[config.mk]
export PLATFORM = sky130hd
export DESIGN_NAME = udc_ctrl_regs
export DESIGN_NICKNAME = d
export VERILOG_FILES = /design/src/udc_pkg.sv /design/src/udc_ctrl_regs.sv /design/src/udc_toggle_watch.sv
export SDC_FILE = /design/constraint.sdc
export NUM_CORES = 1
export LEC_CHECK = 0
export BUFFER_PORTS_ARGS = -buffer_cell sky130_fd_sc_hd__buf_2
export CORE_UTILIZATION = 57
export CTS_CLUSTER_DIAMETER = 40
export DETAILED_ROUTE_END_ITERATION = 10
export GPL_ROUTABILITY_DRIVEN = 0
export GPL_TIMING_DRIVEN = 0
export PLACE_DENSITY = 0.91
export SYNTH_ARGS = -nofsm -noshare
export SYNTH_HDL_FRONTEND = slang
export SYNTH_SLANG_ARGS = --single-unit
export TNS_END_PERCENT = 10
[constraint.sdc]
create_clock -name clk -period 3.15 [get_ports clk]
set_input_delay 0.63 -clock clk [delete_from_list [all_inputs] [get_ports clk]]
set_output_delay 0.63 -clock clk [all_outputs]
set_load 0.02 [all_outputs]
[src/udc_pkg.sv]
// Constants, types and decode functions of the ultrasonic device control registers
// Contract
// Deglitch field picks 64 to 4 us timeout
// Deglitch code 7 disables pulse fault check
// Schemes 0/1: quiet pin b sets fault
// Scheme 2: quiet pin a/b sets fault
// Bits 1:0 select pin control scheme
// Gain codes map to 15,10,20,12.5 V/V
// Bit 2 selects 3.3 V or 5.0 V
// Bit 7 powers down first log stage
// Bit 6 powers down last log stage
// Host writes zero to reserved bits
package udc_pkg;

  localparam logic [7:0] UDC_OFF_GAIN_PWR = 8'h13;
  localparam logic [7:0] UDC_OFF_PIN_TIME = 8'h14;
  localparam logic [7:0] UDC_RST_GAIN_PWR = 8'h00;
  localparam logic [7:0] UDC_RST_PIN_TIME = 8'h00;
  // Bit 3 of the gain register is read-only and reads as zero
  localparam logic [7:0] UDC_MASK_GAIN_PWR = 8'hF7;
  localparam logic [7:0] UDC_MASK_PIN_TIME = 8'hFF;

  localparam int UDC_BIT_FIRST_OFF = 7;
  localparam int UDC_BIT_LAST_OFF = 6;
  localparam int UDC_BIT_VOUT_SCALE = 2;
  localparam int UDC_LSB_GAIN = 0;
  localparam int UDC_LSB_DEGLITCH = 2;
  localparam int UDC_LSB_SCHEME = 0;

  localparam logic [2:0] UDC_DT_CHECK_OFF = 3'h7;

  localparam int UDC_CLK_HZ = 20_000_000;
  localparam int UDC_DT0_US = 64;
  localparam int UDC_DT1_US = 48;
  localparam int UDC_DT2_US = 32;
  localparam int UDC_DT3_US = 24;
  localparam int UDC_DT4_US = 16;
  localparam int UDC_DT5_US = 8;
  localparam int UDC_DT6_US = 4;
  localparam int UDC_LIM_W = 12;

  // Gain in half V/V steps so that 12.5 V/V stays an integer
  localparam logic [5:0] UDC_GAIN_HALF_C0 = 6'h1E;
  localparam logic [5:0] UDC_GAIN_HALF_C1 = 6'h14;
  localparam logic [5:0] UDC_GAIN_HALF_C2 = 6'h28;
  localparam logic [5:0] UDC_GAIN_HALF_C3 = 6'h19;

  typedef enum logic [1:0] {
    UDC_SCHEME_0 = 2'b00,
    UDC_SCHEME_1 = 2'b01,
    UDC_SCHEME_2 = 2'b10,
    UDC_SCHEME_3 = 2'b11
  } udc_scheme_e;

  function automatic logic [UDC_LIM_W-1:0] udc_us_to_cyc(input int us);
    udc_us_to_cyc = UDC_LIM_W'((us * (UDC_CLK_HZ / 1_000_000)));
  endfunction : udc_us_to_cyc

  function automatic logic [UDC_LIM_W-1:0] udc_timeout_cyc(input logic [2:0] code);
    case (code)
      3'h0: udc_timeout_cyc = udc_us_to_cyc(UDC_DT0_US);
      3'h1: udc_timeout_cyc = udc_us_to_cyc(UDC_DT1_US);
      3'h2: udc_timeout_cyc = udc_us_to_cyc(UDC_DT2_US);
      3'h3: udc_timeout_cyc = udc_us_to_cyc(UDC_DT3_US);
      3'h4: udc_timeout_cyc = udc_us_to_cyc(UDC_DT4_US);
      3'h5: udc_timeout_cyc = udc_us_to_cyc(UDC_DT5_US);
      3'h6: udc_timeout_cyc = udc_us_to_cyc(UDC_DT6_US);
      default: udc_timeout_cyc = '1;
    endcase
  endfunction : udc_timeout_cyc

  function automatic logic [5:0] udc_gain_half(input logic [1:0] code);
    case (code)
      2'h0: udc_gain_half = UDC_GAIN_HALF_C0;
      2'h1: udc_gain_half = UDC_GAIN_HALF_C1;
      2'h2: udc_gain_half = UDC_GAIN_HALF_C2;
      default: udc_gain_half = UDC_GAIN_HALF_C3;
    endcase
  endfunction : udc_gain_half

endpackage : udc_pkg

[src/udc_ctrl_regs.sv]
// Gain, power and burst pin fault control registers with the pulse fault monitor
`timescale 1ns/100ps
`default_nettype none
module udc_ctrl_regs
  import udc_pkg::*;
(
  input wire logic clk,
  input wire logic resetn,
  input wire logic reg_wr_en,
  input wire logic reg_rd_en,
  input wire logic [7:0] reg_addr,
  input wire logic [7:0] reg_wdata,
  output logic [7:0] reg_rdata,
  output logic reg_rd_valid,
  input wire logic burst_active,
  input wire logic burst_control_pin_a,
  input wire logic burst_control_pin_b,
  input wire logic fault_clear,
  output logic driver_pulse_fault_flag,
  output logic [1:0] front_amplifier_gain_select,
  output logic [5:0] front_amplifier_gain_half_vv,
  output logic vout_full_scale_5v,
  output logic first_log_stage_off,
  output logic last_log_stage_off,
  output logic [1:0] pin_scheme,
  output logic [2:0] pulse_fault_deglitch_time
);

  logic [7:0] gain_pwr_r;
  logic [7:0] gain_pwr_nxt;
  logic [7:0] pin_time_r;
  logic [7:0] pin_time_nxt;
  logic [5:0] gain_half_r;
  logic [5:0] gain_half_nxt;
  logic [7:0] rdata_r;
  logic [7:0] rdata_nxt;
  logic rd_valid_r;
  logic rd_valid_nxt;

  // Register file
  always_comb begin
    gain_pwr_nxt = gain_pwr_r;
    pin_time_nxt = pin_time_r;
    if (reg_wr_en && (reg_addr == UDC_OFF_GAIN_PWR)) begin
      gain_pwr_nxt = reg_wdata & UDC_MASK_GAIN_PWR;  // see R8, see R9
    end else if (reg_wr_en && (reg_addr == UDC_OFF_PIN_TIME)) begin
      pin_time_nxt = reg_wdata & UDC_MASK_PIN_TIME;  // see R5
    end
    gain_half_nxt = udc_gain_half(gain_pwr_nxt[UDC_LSB_GAIN +: 2]);
  end

  // Read port answers one cycle after the strobe; unmapped offsets read zero
  always_comb begin
    rd_valid_nxt = reg_rd_en;
    rdata_nxt = rdata_r;
    if (reg_rd_en) begin
      if (reg_addr == UDC_OFF_GAIN_PWR) begin
        rdata_nxt = gain_pwr_r;
      end else if (reg_addr == UDC_OFF_PIN_TIME) begin
        rdata_nxt = pin_time_r;
      end else begin
        rdata_nxt = 8'h00;
      end
    end
  end

  always_ff @(posedge clk or negedge resetn) begin
    if (!resetn) begin
      gain_pwr_r <= UDC_RST_GAIN_PWR;
      pin_time_r <= UDC_RST_PIN_TIME;
      gain_half_r <= UDC_GAIN_HALF_C0;
      rdata_r <= 8'h00;
      rd_valid_r <= 1'b0;
    end else begin
      gain_pwr_r <= gain_pwr_nxt;
      pin_time_r <= pin_time_nxt;
      gain_half_r <= gain_half_nxt;
      rdata_r <= rdata_nxt;
      rd_valid_r <= rd_valid_nxt;
    end
  end

  // Pulse fault monitor
  logic [2:0] dt_code;
  udc_scheme_e scheme;
  logic check_on;
  logic [UDC_LIM_W-1:0] limit_cyc;
  logic [1:0] watch_en;
  logic [1:0] watch_pin;
  logic [1:0] watch_exp;
  logic both_high_pause;
  logic fault_r;
  logic fault_nxt;

  always_comb begin
    dt_code = pin_time_r[UDC_LSB_DEGLITCH +: 3];
    scheme = udc_scheme_e'(pin_time_r[UDC_LSB_SCHEME +: 2]);
    limit_cyc = udc_timeout_cyc(dt_code);
    check_on = burst_active && (dt_code != UDC_DT_CHECK_OFF);
    // Scheme 3 has no documented check, so nothing is watched there
    both_high_pause = (scheme == UDC_SCHEME_2) && burst_control_pin_a && burst_control_pin_b;
    watch_pin = {burst_control_pin_b, burst_control_pin_a};
    watch_en[0] = check_on && (scheme == UDC_SCHEME_2);
    watch_en[1] = check_on && (scheme != UDC_SCHEME_3);  // see R3
  end

  genvar gi;
  generate
    for (gi = 0; gi < 2; gi++) begin : g_watch
      udc_toggle_watch #(
        .CNT_W(UDC_LIM_W)
      ) u_watch (
        .clk(clk),
        .resetn(resetn),
        .enable(watch_en[gi]),
        .pin(watch_pin[gi]),
        .pause(both_high_pause),
        .limit(limit_cyc),
        .expired(watch_exp[gi])
      );
    end
  endgenerate

  // A fault that arrives together with a clear is kept
  always_comb begin
    fault_nxt = fault_r;
    if (fault_clear) begin
      fault_nxt = 1'b0;
    end
    if (|watch_exp) begin
      fault_nxt = 1'b1;  // see R3
    end
  end

  always_ff @(posedge clk or negedge resetn) begin
    if (!resetn) begin
      fault_r <= 1'b0;
    end else begin
      fault_r <= fault_nxt;
    end
  end

  assign reg_rdata = rdata_r;
  assign reg_rd_valid = rd_valid_r;
  assign driver_pulse_fault_flag = fault_r;
  assign front_amplifier_gain_select = gain_pwr_r[UDC_LSB_GAIN +: 2];
  assign front_amplifier_gain_half_vv = gain_half_r;
  assign vout_full_scale_5v = gain_pwr_r[UDC_BIT_VOUT_SCALE];
  assign first_log_stage_off = gain_pwr_r[UDC_BIT_FIRST_OFF];
  assign last_log_stage_off = gain_pwr_r[UDC_BIT_LAST_OFF];
  assign pin_scheme = pin_time_r[UDC_LSB_SCHEME +: 2];
  assign pulse_fault_deglitch_time = dt_code;

  // Helper counters of quiet cycles, mirrored for the checks below
  logic [UDC_LIM_W-1:0] quiet_h [2];
  logic [1:0] pin_prev_h;
  always_ff @(posedge clk or negedge resetn) begin
    if (!resetn) begin
      quiet_h[0] <= '0;
      quiet_h[1] <= '0;
      pin_prev_h <= 2'b00;
    end else begin
      pin_prev_h <= watch_pin;
      for (int i = 0; i < 2; i++) begin
        if (!watch_en[i] || both_high_pause || (watch_pin[i] ^ pin_prev_h[i])) begin
          quiet_h[i] <= '0;
        end else if (quiet_h[i] != '1) begin
          quiet_h[i] <= quiet_h[i] + 1'b1;
        end
      end
    end
  end

  property p_r1_timeout;
    @(posedge clk) disable iff (!resetn)
    ($rose(fault_r) && ($past(dt_code, 2) == 3'h6) && ($past(scheme, 2) == UDC_SCHEME_0))
      |-> ($past(quiet_h[1]) >= 12'd81);
  endproperty
  a_r1_timeout: assert property (p_r1_timeout) else $error("fault before 4 us deglitch time");

  property p_r2_disabled;
    @(posedge clk) disable iff (!resetn)
    $rose(fault_r) |-> ($past(dt_code, 2) != UDC_DT_CHECK_OFF);
  endproperty
  a_r2_disabled: assert property (p_r2_disabled) else $error("fault set with check disabled");

  property p_r3_pin_b;
    @(posedge clk) disable iff (!resetn)
    (watch_en[1] && (scheme != UDC_SCHEME_2) && (quiet_h[1] > limit_cyc) && $stable(dt_code))
      |=> fault_r;
  endproperty
  a_r3_pin_b: assert property (p_r3_pin_b) else $error("quiet pin b did not set fault");

  property p_r4_pin_a;
    @(posedge clk) disable iff (!resetn)
    (watch_en[0] && (quiet_h[0] > limit_cyc) && $stable(dt_code)) |=> fault_r;
  endproperty
  a_r4_pin_a: assert property (p_r4_pin_a) else $error("quiet pin a did not set fault");

  property p_r4_pause;
    @(posedge clk) disable iff (!resetn)
    (!fault_r && both_high_pause && !fault_clear) [*3] |=> !fault_r;
  endproperty
  a_r4_pause: assert property (p_r4_pause) else $error("fault while both pins high");

  property p_r5_scheme;
    @(posedge clk) disable iff (!resetn)
    (reg_wr_en && (reg_addr == UDC_OFF_PIN_TIME)) |=> (pin_scheme == $past(reg_wdata[1:0]));
  endproperty
  a_r5_scheme: assert property (p_r5_scheme) else $error("pin scheme not written");

  property p_r6_gain;
    @(posedge clk) disable iff (!resetn)
    (reg_wr_en && (reg_addr == UDC_OFF_GAIN_PWR) && (reg_wdata[1:0] == 2'h3))
      |=> (front_amplifier_gain_half_vv == 6'h19) ##1 (front_amplifier_gain_select == 2'h3);
  endproperty
  a_r6_gain: assert property (p_r6_gain) else $error("gain code 3 not 12.5 V/V");

  property p_r7_scale;
    @(posedge clk) disable iff (!resetn)
    (reg_wr_en && (reg_addr == UDC_OFF_GAIN_PWR)) |=> (vout_full_scale_5v == $past(reg_wdata[2]));
  endproperty
  a_r7_scale: assert property (p_r7_scale) else $error("output scaling bit not written");

  property p_r8_first;
    @(posedge clk) disable iff (!resetn)
    (reg_rd_en && (reg_addr == UDC_OFF_GAIN_PWR)) |=> (reg_rd_valid && (reg_rdata[7] == $past(first_log_stage_off)));
  endproperty
  a_r8_first: assert property (p_r8_first) else $error("first stage off bit mismatch");

  property p_r9_last;
    @(posedge clk) disable iff (!resetn)
    (reg_wr_en && (reg_addr == UDC_OFF_GAIN_PWR)) |=> (last_log_stage_off == $past(reg_wdata[6])) && !reg_rdata[3];
  endproperty
  a_r9_last: assert property (p_r9_last) else $error("last stage off bit not written");

  property p_rd_no_strobe;
    @(posedge clk) disable iff (!resetn)
    !reg_rd_en |=> !reg_rd_valid;
  endproperty
  a_rd_no_strobe: assert property (p_rd_no_strobe) else $error("read answer without strobe");

  property p_r5_unmapped;
    @(posedge clk) disable iff (!resetn)
    (reg_rd_en && (reg_addr != UDC_OFF_GAIN_PWR) && (reg_addr != UDC_OFF_PIN_TIME)) |=> (reg_rdata == 8'h00);
  endproperty
  a_r5_unmapped: assert property (p_r5_unmapped) else $error("unmapped read not zero");

  property p_r2_idle;
    @(posedge clk) disable iff (!resetn)
    (dt_code == UDC_DT_CHECK_OFF) |-> (watch_en == 2'b00);
  endproperty
  a_r2_idle: assert property (p_r2_idle) else $error("pin watched with check disabled");

  property p_r3_scheme3;
    @(posedge clk) disable iff (!resetn)
    (scheme == UDC_SCHEME_3) |-> (watch_en == 2'b00);
  endproperty
  a_r3_scheme3: assert property (p_r3_scheme3) else $error("pin watched in scheme 3");

  property p_r3_no_pin_a;
    @(posedge clk) disable iff (!resetn)
    (scheme != UDC_SCHEME_2) |-> !watch_en[0];
  endproperty
  a_r3_no_pin_a: assert property (p_r3_no_pin_a) else $error("pin a watched outside scheme 2");

  property p_r1_limit_long;
    @(posedge clk) disable iff (!resetn)
    (dt_code == 3'h0) |-> (limit_cyc == 12'd1280);
  endproperty
  a_r1_limit_long: assert property (p_r1_limit_long) else $error("64 us limit wrong");

  property p_r1_limit_short;
    @(posedge clk) disable iff (!resetn)
    (dt_code == 3'h6) |-> (limit_cyc == 12'd80);
  endproperty
  a_r1_limit_short: assert property (p_r1_limit_short) else $error("4 us limit wrong");

  c_fault_set: cover property (@(posedge clk) disable iff (!resetn) $rose(fault_r));
  c_scheme2_pause: cover property (@(posedge clk) disable iff (!resetn) watch_en[0] && both_high_pause);
  c_rd_pin_time: cover property (@(posedge clk) disable iff (!resetn)
    reg_rd_en && (reg_addr == UDC_OFF_PIN_TIME) ##1 reg_rd_valid);
  c_clear_set: cover property (@(posedge clk) disable iff (!resetn) fault_clear && (|watch_exp));

endmodule : udc_ctrl_regs
`default_nettype wire

[src/udc_toggle_watch.sv]
// Counts cycles since the last toggle of one burst control pin
`timescale 1ns/100ps
`default_nettype none
module udc_toggle_watch #(
  parameter int CNT_W = 12
) (
  input wire logic clk,
  input wire logic resetn,
  input wire logic enable,
  input wire logic pin,
  input wire logic pause,
  input wire logic [CNT_W-1:0] limit,
  output logic expired
);
  // Refused at elaboration: a one-bit counter cannot tell a quiet pin from a toggling one
  if (CNT_W < 2) begin : g_bad_width
    $error("udc_toggle_watch: CNT_W too small");
  end

  logic pin_prev_r;
  logic [CNT_W-1:0] cnt_r;
  logic [CNT_W-1:0] cnt_nxt;
  logic expired_r;
  logic expired_nxt;

  always_comb begin
    cnt_nxt = cnt_r;
    if (!enable || pause || (pin ^ pin_prev_r)) begin
      cnt_nxt = '0;
    end else if (cnt_r != '1) begin
      cnt_nxt = cnt_r + 1'b1;
    end
    // Strictly longer than the limit
    expired_nxt = enable && (cnt_nxt > limit);
  end

  always_ff @(posedge clk or negedge resetn) begin
    if (!resetn) begin
      pin_prev_r <= 1'b0;
      cnt_r <= '0;
      expired_r <= 1'b0;
    end else begin
      pin_prev_r <= pin;
      cnt_r <= cnt_nxt;
      expired_r <= expired_nxt;
    end
  end

  assign expired = expired_r;
endmodule : udc_toggle_watch
`default_nettype wire

==> results of run 1 <==
==> cell type report <==
class / instances / area (sq um) / area share
clock buffer: 11 / 141 / 0.0362
multi-input combinational: 238 / 1720 / 0.440
inverter: 20 / 75.1 / 0.0192
clock inverter: 5 / 52.6 / 0.0134
tap: 72 / 90.1 / 0.0230
timing repair buffer: 49 / 248 / 0.0634
buffer: 14 / 100 / 0.0256
sequential: 59 / 1480 / 0.379
==> how the worst max path moves through the flow <==
stage	cells past startpoint	to	slack (ns)	startpoint
3_5_place_dp	10	g_watch[0].u_watch.expired	-0.32	pin_time_r[3]
4_1_cts	10	g_watch[1].u_watch.expired	0.08	pin_time_r[2]
6_report	10	g_watch[0].u_watch.expired	0.18	g_watch[0].u_watch.cnt_r[0]
3_3_place_gp	10	g_watch[0].u_watch.expired	-0.20	pin_time_r[3]
2_1_floorplan	10	g_watch[0].u_watch.expired	0.36	pin_time_r[3]
5_1_grt	10	g_watch[1].u_watch.expired	-0.04	g_watch[1].u_watch.cnt_r[0]
==> registers in the layout, indices dropped and copies added, names as in the netlist <==
register                      cells
driver_pulse_fault_flag           1
g_watch.u_watch.cnt_r            24
front_amplifier_gain_half_vv      6
g_watch.u_watch.pin_prev_r        2
reg_rd_valid                      1
gain_pwr_r                        7
reg_rdata                         8
pin_time_r                        8
g_watch.u_watch.expired           2
==> power groups by stage <==
stage	combinational (mW)	clock, mW	sequential [mW]
after floorplan	0.0760	0	0.826
after global placement	0.151	0	0.813
after detailed placement	0.159	0	0.814
after CTS	0.159	0.690	0.803
after global routing	0.174	0.715	0.808
final	0.157	0.692	0.806
==> worst max-delay path, delay by kind of cell (launching register included) <==
kind                     cells  cell delay [ns]
AO/OA/AOI/OAI                6             1.19
adder cells (fa/ha/maj)      2             0.50
flip-flops                   1             0.42
AND/OR/NAND/NOR              2             0.73
==> through the flow <==
stage                     hold WS (ns)  instances
final                            0.349        468
after global routing             0.409        468
after CTS                        0.412        469
after detailed placement         0.442        454
after global placement           0.440        454
after floorplan                  0.334        333
==> logic make-up (layout without fill, tap and decap cells) <==
logic type	count (synthesis)	count (layout)	synth area share
adders and majority gates	26	26	0.0976
AOI/OAI and AO/OA	74	74	0.137
DFF	59	59	0.445
and+or+nand+nor	110	110	0.179
buffers and inverters	36	99	0.0541
xor gates and xnor gates	10	10	0.0263
muxes	18	18	0.0620
==> layer usage <==
layer	share of wire	up-vias	global-route usage
met4	0.021	0	0.117
met1	0.41	1364	0.321
li1	-	1335	-
met2	0.51	123	0.460
met5	0	-	0
met3	0.060	18	0.0698
==> timing repair <==
item / CTS / global route
buffers inserted: 0 / 0
gates resized for setup: 3 / 8
setup endpoints to repair: 2 / 2
==> Yosys cell counts (all sizes together), types with 2 or more instances <==
cell type / instances / area [sq um]
a21oi: 30 / 150
a311oi: 2 / 17.5
a211oi: 3 / 22.5
o31ai: 2 / 15.0
inv: 20 / 75.1
dfrtp: 55 / 1380
dfstp: 4 / 105
ha: 26 / 325
nor3: 11 / 55.1
clkbuf: 6 / 22.5
a31oi: 4 / 25.0
xor2: 2 / 17.5
a31o: 2 / 17.5
o2111ai: 2 / 17.5
or4: 2 / 18.8
nand3: 18 / 90.1
nor2b: 3 / 18.8
mux2: 15 / 176
o21ai: 13 / 65.1
and4: 2 / 17.5
o22ai: 2 / 12.5
buf: 10 / 82.6
nand2b: 3 / 18.8
or2: 3 / 18.8
nor3b: 3 / 22.5
nand2: 14 / 52.6
a22oi: 7 / 52.6
mux2i: 3 / 30.0
and3: 2 / 12.5
nand4: 7 / 43.8
or3: 5 / 31.3
xnor2: 8 / 70.1
nor4: 6 / 43.8
o21a: 2 / 15.0
nor2: 25 / 93.8
==> flow_metrics.env, run 1 <==
export IMPL_finalHoldViolCount=0
export IMPL_fin_crit_ns=2.97
export IMPL_worst_hold_path_type="in -> async"
export IMPL_timing_slew_headroom=0.377
export IMPL_rr_endpoint="g_watch[0].u_watch.expired"
export IMPL_outcome="finished clean"
export IMPL_crit_fanout=9
export IMPL_finClkSkew_ns=0.00820
export IMPL_period_share=0.944
export IMPL_grt_util_all_layers=0.269
export IMPL_wl_per_cell_microns=16.4
export IMPL_start_util=0.598
export IMPL_reg2reg_setup_slack_ns=0.18
export IMPL_cts_path_max_buffers=2
export IMPL_cts_tree="yes"
export IMPL_nets=441
export IMPL_synth_nets=383
export IMPL_fp_dieArea_sq_um=6160
export IMPL_grt_pass1_vias=2847
export IMPL_yosysSeqAreaShare=0.445
export IMPL_p_clk_frac=0.418
export IMPL_drtAntennaViolNets=0
export IMPL_area_growth_pct=17.3
export IMPL_layout_setup_ws_ns=0.178
export IMPL_reg2reg_depth=10
export IMPL_dp_worst_setup_slack_ns=-0.318
export IMPL_final_core_util=0.701
export IMPL_power_internal_mw=1.23
export IMPL_finalSetupTns_ns=0
export IMPL_cp_arrival_ns=3.18
export IMPL_yosys_register_bits=59
export IMPL_syn_mean_instance_area_sq_um=10.0
export IMPL_vias=2840
export IMPL_diodes=0
export IMPL_grt_overflow_total=0
export IMPL_swShare=0.258
export IMPL_p_switching_mw=0.428
export IMPL_die_x_microns=78.5
export IMPL_r2r_start="g_watch[0].u_watch.cnt_r[0]"
export IMPL_synth_edf_count=0
export IMPL_stdcell_area_sq_um=3910
export IMPL_drt_iter0_markers=261
export IMPL_power_frac_comb=0.095
export IMPL_synth_warnings=0
export IMPL_fp_dieH_microns=78.5
export IMPL_placed_area_sq_um=3670
export IMPL_cp_end_kind="flop"
export IMPL_p_leak_nw=1.81
export IMPL_max_freq_mhz=336
export IMPL_power_per_cell_area_nw_per_um2=423
export IMPL_antenna_found_initial=0
export IMPL_hpwl_mm=5.29
export IMPL_slowest_stage="nor4_4"
export IMPL_synth_cells=333
export IMPL_finalPower_mw=1.66
export IMPL_drt_pass1_iter_count=4
export IMPL_numCtsBuffers=9
export IMPL_grt_setup_unrepaired="yes"
export IMPL_finalSetupViolCount=0
export IMPL_fp_row_count=27
export IMPL_maxCapViolations=0
export IMPL_worst_pin_slew_ns=0.927
export IMPL_htreeDepth=3
export IMPL_drv_slew=0
export IMPL_async_flop_share=1.00
export IMPL_numClockSinks=59
export IMPL_core_sq_um=5570
export IMPL_insertion_delay_ns=0.34
export IMPL_ios=50
export IMPL_grt_pass1_wl_mm=12.7
export IMPL_crit_type="reg -> reg"
export IMPL_layout_common_cells="55 x dfrtp_1, 48 x buf_2, 30 x a21oi_1, 26 x ha_1, 25 x nor2_1"
export IMPL_post_route_drc_count=0
export IMPL_io_buffers=49
export IMPL_path_cells="ha_1 -> nand3_1 -> nor4_4 -> o21ai_0 -> a21oi_1 -> ha_1 -> a21oi_1 -> o22ai_1 -> o21a_1 -> o41a_1"
export IMPL_peakVddDrop_v=0.000473
export IMPL_nFillCells=363
export IMPL_wl_mm=7.66
export IMPL_synth_main_ff_cell="dfrtp_1"
export IMPL_vias_per_cell=6.07
export IMPL_start_kind="flop"
export IMPL_drive_gt1_frac=0.275
export IMPL_cpPeakStageDelay_ns=0.53
export IMPL_synth_area_sq_um=3330
export IMPL_power_frac_seq=0.487
export IMPL_grt_max_degree=60
export IMPL_hold_buffers=0
export IMPL_cp_required_ns=3.36
export IMPL_final_common_cell="dfrtp_1"
export IMPL_synth_cell_types=52
export IMPL_path_clk_slew_ns=0.07
export IMPL_cts_root_buf="clkbuf_8"
Power figures use the tool's default switching activity.
==> inputs of run 2 (changes only) <==
- CTS_BUF_LIST: default -> sky130_fd_sc_hd__clkbuf_16
==> run 2 against run 1 <==
Net effect: worst hold slack better by 0.015 ns; register-to-register slack worse by 0.14 ns; sequential power about the same; fmax down 4.5%; combinational power about the same; total power up 15%; setup slack worse by 0.14 ns; routed wire length up 7.5%; non-clock buffer count up 2; sequential share of layout area down 0.95 points; cell count up 0.43%; core utilization up 1.8 points; critical endpoint is now g_watch[1].u_watch.expired.
==> flow_metrics.env, run 2 (same netlist as run 1, synthesis figures left out) <==
export IMPL_ios=50
export IMPL_max_freq_mhz=321
export IMPL_insertion_delay_ns=0.33
export IMPL_start_util=0.598
export IMPL_cp_end_kind="flop"
export IMPL_grt_busiest_layer="met2"
export IMPL_path_clk_slew_ns=0.05
export IMPL_wl_mm=8.23
export IMPL_cts_path_max_buffers=2
export IMPL_vias=2948
export IMPL_critical_path_buf_inv_count=0
export IMPL_largest_reg_flops=24
export IMPL_grtUsageMet1=0.341
export IMPL_register_area_sq_um=1480
export IMPL_outcome="finished clean"
export IMPL_grt_pass1_vias=2825
export IMPL_fp_dieArea_sq_um=6160
export IMPL_grt_pass1_wl_mm=13.1
export IMPL_dp_cells=454
export IMPL_timing_slew_headroom=0.352
export IMPL_drt_iter0_markers=351
export IMPL_largest_register="g_watch.u_watch.cnt_r"
export IMPL_antenna_found_initial=0
export IMPL_area_growth_pct=20.4
export IMPL_numClockSinks=59
export IMPL_fp_row_count=27
export IMPL_grt_use_met3=0.0547
export IMPL_multiInputGateArea_sq_um=1720
export IMPL_cpPeakStageDelay_ns=0.69
export IMPL_worst_pin_slew_ns=0.965
export IMPL_hold_buffers=0
export IMPL_finalPower_mw=1.91
export IMPL_grt_max_degree=60
export IMPL_nFillCells=352
export IMPL_worst_hold_path_type="in -> async"
export IMPL_cp_arrival_ns=3.34
export IMPL_crit_fanout=8
export IMPL_finalHoldViolCount=0
export IMPL_fin_cells=470
export IMPL_finClkSkew_ns=0.00531
export IMPL_post_route_drc_count=0
export IMPL_finalSetupTns_ns=0
export IMPL_fin_crit_ns=3.11
export IMPL_period_share=0.988
export IMPL_layout_common_cells="55 x dfrtp_1, 48 x buf_2, 30 x a21oi_1, 26 x ha_1, 25 x nor2_1"
export IMPL_wl_per_cell_microns=17.5
export IMPL_maxCapViolations=0
export IMPL_cp_common_cell="ha_1"
export IMPL_start_kind="flop"
export IMPL_nets=443
export IMPL_power_per_cell_area_nw_per_um2=476
export IMPL_drive_gt1_frac=0.274
export IMPL_io_buffers=49
export IMPL_grt_util_all_layers=0.278
export IMPL_path_cells="ha_1 -> nand3_1 -> or4_1 -> a311oi_2 -> ha_1 -> nand4_1 -> nor3_1 -> o21ai_0 -> a31oi_1"
export IMPL_cts_tree="yes"
export IMPL_finalSetupViolCount=0
export IMPL_slowest_stage="or4_1"
export IMPL_drtAntennaViolNets=0
export IMPL_p_leak_nw=1.87
export IMPL_htreeDepth=3
export IMPL_met2_usage=0.470
export IMPL_diodes=0
export IMPL_die_x_microns=78.5
export IMPL_drv_slew=0
export IMPL_numCtsBuffers=9
export IMPL_cp_required_ns=3.37
export IMPL_core_sq_um=5570
export IMPL_final_common_cell="dfrtp_1"
export IMPL_fp_dieH_microns=78.5
export IMPL_grt_setup_unrepaired="yes"
export IMPL_peakVddDrop_v=0.000398
export IMPL_path_delay_family="simple AND/OR/NAND/NOR gates"
export IMPL_drt_pass1_iter_count=6
export IMPL_vias_per_cell=6.27
export IMPL_crit_type="reg -> reg"
export IMPL_hpwl_mm=5.29
export IMPL_cts_root_buf="clkbuf_16"
export IMPL_grt_overflow_total=0
run 2: cell count changes in the layout (fill, tap and decap cells not counted), sizes merged:
cell | before | now
clkbuf | 15 | 13
buf | 59 | 61
inv | 20 | 21
clkinv | 3 | 4
run 2: per-layer routing:
layer	vias up	part of all wire
met5	-	0
met4	0	0.024
met3	26	0.060
met2	144	0.52
met1	1441	0.40
li1	1337	-
run 2: per-stage QoR:
stage | setup WS, ns | area, sq um | hold WS [ns] | util
finish | 0.0369 | 4010 | 0.365 | 0.719
global route | -0.279 | 4010 | 0.428 | 0.719
CTS | 0.0796 | 3960 | 0.426 | 0.711
detailed placement | -0.318 | 3670 | 0.442 | 0.658
global placement | -0.197 | 3670 | 0.440 | 0.658
floorplan | 0.361 | 3330 | 0.334 | -
run 2: worst paths after layout:
kind / startpoint / to / slack (ns) / cells after the start
worst max-delay path: g_watch[1].u_watch.cnt_r[1] / g_watch[1].u_watch.expired / 0.04 / 9
worst min-delay path: resetn / reg_rdata[6] / 0.36 / 1
worst max register to register: g_watch[1].u_watch.cnt_r[1] / g_watch[1].u_watch.expired / 0.04 / 9
worst min register to register: g_watch[1].u_watch.expired / driver_pulse_fault_flag / 0.45 / 2
max in group asynchronous: resetn / g_watch[0].u_watch.cnt_r[11] / 2.29 / 1
min in group clk: reg_rd_en / reg_rd_valid / 0.43 / 1
run 2: final cells by class:
| cell class | count | area share |
|---|---|---|
| plain buffers | 14 | 0.0250 |
| flip-flops and latches | 59 | 0.369 |
| clock inverters | 7 | 0.0150 |
| well taps | 72 | 0.0225 |
| clock buffers | 9 | 0.0562 |
| inverters | 20 | 0.0187 |
| multi-input cells | 238 | 0.428 |
| repair buffers | 51 | 0.0655 |
run 2: report_power, final:
part	switching (mW)	internal, mW	total [mW]
clock	0.342	0.601	0.942
sequential	0.0233	0.784	0.807
combinational	0.0973	0.0623	0.160
total	0.462	1.45	1.91
run 2: what timing repair did:
item | 4_1_cts | 5_1_grt
setup endpoints to repair | 2 | 2
pin swaps | 0 | 1
setup buffers | 0 | 2
gates resized for setup | 3 | 7
==> inputs of run 3 (changes only) <==
- ABC_AREA: default -> 1
- CORE_ASPECT_RATIO: default -> 1.2
- CORE_UTILIZATION: 57 -> 58
==> run 3 against run 2 <==
Net effect: total power grew 4.4%; routed wire length grew 2.7%; via count grew 14%; fmax grew 18%; synthesized area grew 9.7%; cell count grew 35%; clock power grew 3.4%; largest cell class unchanged; largest power group unchanged.
==> flow_metrics.env, run 3 <==
export IMPL_period_share=0.839
export IMPL_finalSetupViolCount=0
export IMPL_numCtsBuffers=9
export IMPL_synth_top_cells_by_count="172 x nand2_1, 59 x inv_1, 55 x dfrtp_1"
export IMPL_fp_dieArea_sq_um=6620
export IMPL_drt_iter0_markers=250
export IMPL_maxCapViolations=0
export IMPL_vias=3362
export IMPL_peakVddDrop_v=0.000472
export IMPL_power_frac_comb=0.112
export IMPL_vias_per_cell=5.31
export IMPL_grt_util_all_layers=0.288
export IMPL_p_switching_mw=0.525
export IMPL_power_per_cell_area_nw_per_um2=463
export IMPL_largest_reg_flops=24
export IMPL_crit_fanout=12
export IMPL_worst_hold_path_type="in -> async"
export IMPL_power_internal_mw=1.47
export IMPL_synth_compound_area_frac=0.0603
export IMPL_synth_largest_area_cell="dfrtp_1"
export IMPL_swShare=0.263
export IMPL_cp_arrival_ns=2.86
export IMPL_fin_crit_ns=2.64
export IMPL_cts_root_buf="clkbuf_16"
export IMPL_grt_max_degree=60
export IMPL_worst_pin_slew_ns=0.748
export IMPL_nFillCells=451
export IMPL_layout_common_cells="172 x nand2_1, 59 x inv_1, 55 x dfrtp_1, 50 x buf_2, 41 x nor2_1"
export IMPL_p_clk_frac=0.489
export IMPL_synth_top_area_frac=0.377
export IMPL_drive_gt1_frac=0.187
export IMPL_grt_setup_unrepaired="no"
export IMPL_finalHoldViolCount=0
export IMPL_finClkSkew_ns=0.00457
export IMPL_synth_top_family_by_area="simple AND/OR/NAND/NOR gates"
export IMPL_fp_dieH_microns=88.9
export IMPL_layout_setup_ws_ns=0.508
export IMPL_fin_cells=633
export IMPL_die_x_microns=74.5
export IMPL_power_frac_seq=0.400
export IMPL_yosys_register_bits=59
export IMPL_synth_area_leaders="dfrtp_1 38%, nand2_1 18%, ha_1 8.9%"
export IMPL_hpwl_mm=6.16
export IMPL_synth_most_common_cell="nand2_1"
export IMPL_dp_worst_setup_slack_ns=0.621
export IMPL_synth_simple_gate_area_frac=0.334
export IMPL_cp_required_ns=3.37
export IMPL_largest_register="g_watch.u_watch.cnt_r"
export IMPL_cts_tree="yes"
export IMPL_wl_mm=8.45
export IMPL_async_flop_share=1.00
export IMPL_drt_pass1_iter_count=6
export IMPL_area_growth_pct=17.8
export IMPL_synth_cell_types=29
export IMPL_synthMuxAreaShare=0
export IMPL_antenna_found_initial=0
export IMPL_ios=50
export IMPL_syn_mean_instance_area_sq_um=7.52
export IMPL_path_clk_slew_ns=0.05
export IMPL_crit_type="reg -> reg"
export IMPL_cts_resized=0
export IMPL_hold_ws_ns=0.358
export IMPL_start_kind="flop"
export IMPL_numClockSinks=59
export IMPL_dp_cells=617
export IMPL_nets=596
export IMPL_synth_cells=486
export IMPL_core_sq_um=6050
export IMPL_grt_overflow_total=0
export IMPL_synth_area_sq_um=3650
export IMPL_grt_pass1_wl_mm=14.4
export IMPL_cp_end_kind="flop"
export IMPL_yosysSeqAreaShare=0.405
export IMPL_io_buffers=49
export IMPL_fp_row_count=31
export IMPL_drtAntennaViolNets=0
export IMPL_diodes=0
export IMPL_post_route_drc_count=0
export IMPL_finalSetupTns_ns=0
export IMPL_max_freq_mhz=378
export IMPL_p_leak_nw=2.37
export IMPL_synth_main_ff_cell="dfrtp_1"
export IMPL_synthAdderAreaFrac=0.0890
export IMPL_timing_slew_headroom=0.501
export IMPL_final_common_cell="nand2_1"
export IMPL_post_cts_setup_buffers=0
export IMPL_insertion_delay_ns=0.32
export IMPL_synth_nets=536
export IMPL_grt_pass1_vias=3302
export IMPL_synth_xor_area_frac=0.0264
export IMPL_htreeDepth=3
export IMPL_hold_buffers=0
export IMPL_outcome="finished clean"
export IMPL_cts_path_max_buffers=2
export IMPL_start_util=0.604
export IMPL_synth_edf_count=0
export IMPL_drv_slew=0
export IMPL_wl_per_cell_microns=13.4
export IMPL_synth_warnings=0
[run 3: cell count changes in the layout (fill, tap and decap cells not counted), moves of 7 or more]
| cell | before | now |
|---|---|---|
| nand2_1 | 14 | 172 |
| inv_1 | 21 | 59 |
| nor2_1 | 25 | 41 |
| nand3_1 | 17 | 32 |
| mux2_2 | 13 | 0 |
| nor3_1 | 11 | 1 |
| a21oi_1 | 30 | 22 |
| a22oi_1 | 7 | 0 |
[run 3: power groups by stage]
stage	clock, mW	sequential (mW)	combinational [mW]
after floorplan	0	0.814	0.127
after global placement	0	0.807	0.204
after detailed placement	0	0.809	0.215
after CTS	0.988	0.796	0.222
after global routing	1.02	0.799	0.249
final	0.974	0.797	0.222
[run 3: worst paths after layout]
check | depth (start not counted) | slack [ns] | to | start
worst min register to register | 2 | 0.47 | reg_rdata[4] | reg_rdata[4]
worst max-delay path | 16 | 0.51 | g_watch[0].u_watch.expired | pin_time_r[3]
min in group clk | 1 | 0.44 | reg_rd_valid | reg_rd_en
worst max register to register | 16 | 0.51 | g_watch[0].u_watch.expired | pin_time_r[3]
max in group asynchronous | 1 | 2.28 | g_watch[1].u_watch.cnt_r[6] | resetn
worst min-delay path | 1 | 0.36 | gain_pwr_r[6] | resetn
[run 3: cells by family (layout without fill, tap and decap cells)]
group / after synthesis / count (layout)
and+or+nand+nor: 276 / 276
buffers and inverters: 73 / 138
DFF: 59 / 59
AOI/OAI and AO/OA: 41 / 41
adders and majority gates: 26 / 26
xor gates and xnor gates: 11 / 11
[run 3: routing by layer]
metal	global-route usage	part of all wire
met5	0	0
met2	0.512	0.53
met3	0.0575	0.051
met4	0.144	0.033
met1	0.326	0.39
[run 3: per-stage QoR]
stage / total power, mW / util / area, sq um
after global placement: 1.01 / 0.661 / 4000
after global routing: 2.07 / 0.712 / 4310
after CTS: 2.01 / 0.711 / 4300
after detailed placement: 1.02 / 0.661 / 4000
after floorplan: 0.941 / - / 3650
final: 1.99 / 0.712 / 4310
[run 3: cell type report]
cell class | count | area [sq um] | share of cell area
buffer | 11 | 77.6 | 0.0180
clock buffer | 9 | 225 | 0.0523
clock inverter | 7 | 76.3 | 0.0177
inverter | 62 | 233 | 0.0541
multi-input combinational | 354 | 1860 | 0.432
sequential | 59 | 1480 | 0.344
tap | 82 | 103 | 0.0238
timing repair buffer | 49 | 248 | 0.0575
[run 3: worst max-delay path, cell delays in order (launching register included)]
cell	delay, ns
dfrtp_1	0.49
nand2_1	0.12
inv_2	0.06
nand2_2	0.22
nand2_1	0.12
nor2_2	0.14
nand3_2	0.21
inv_2	0.16
nand2_1	0.07
inv_1	0.08
ha_1	0.16
nand2_1	0.08
nor2_1	0.17
nand2_1	0.08
a21oi_1	0.12
nor2_1	0.06
nor2_1	0.19
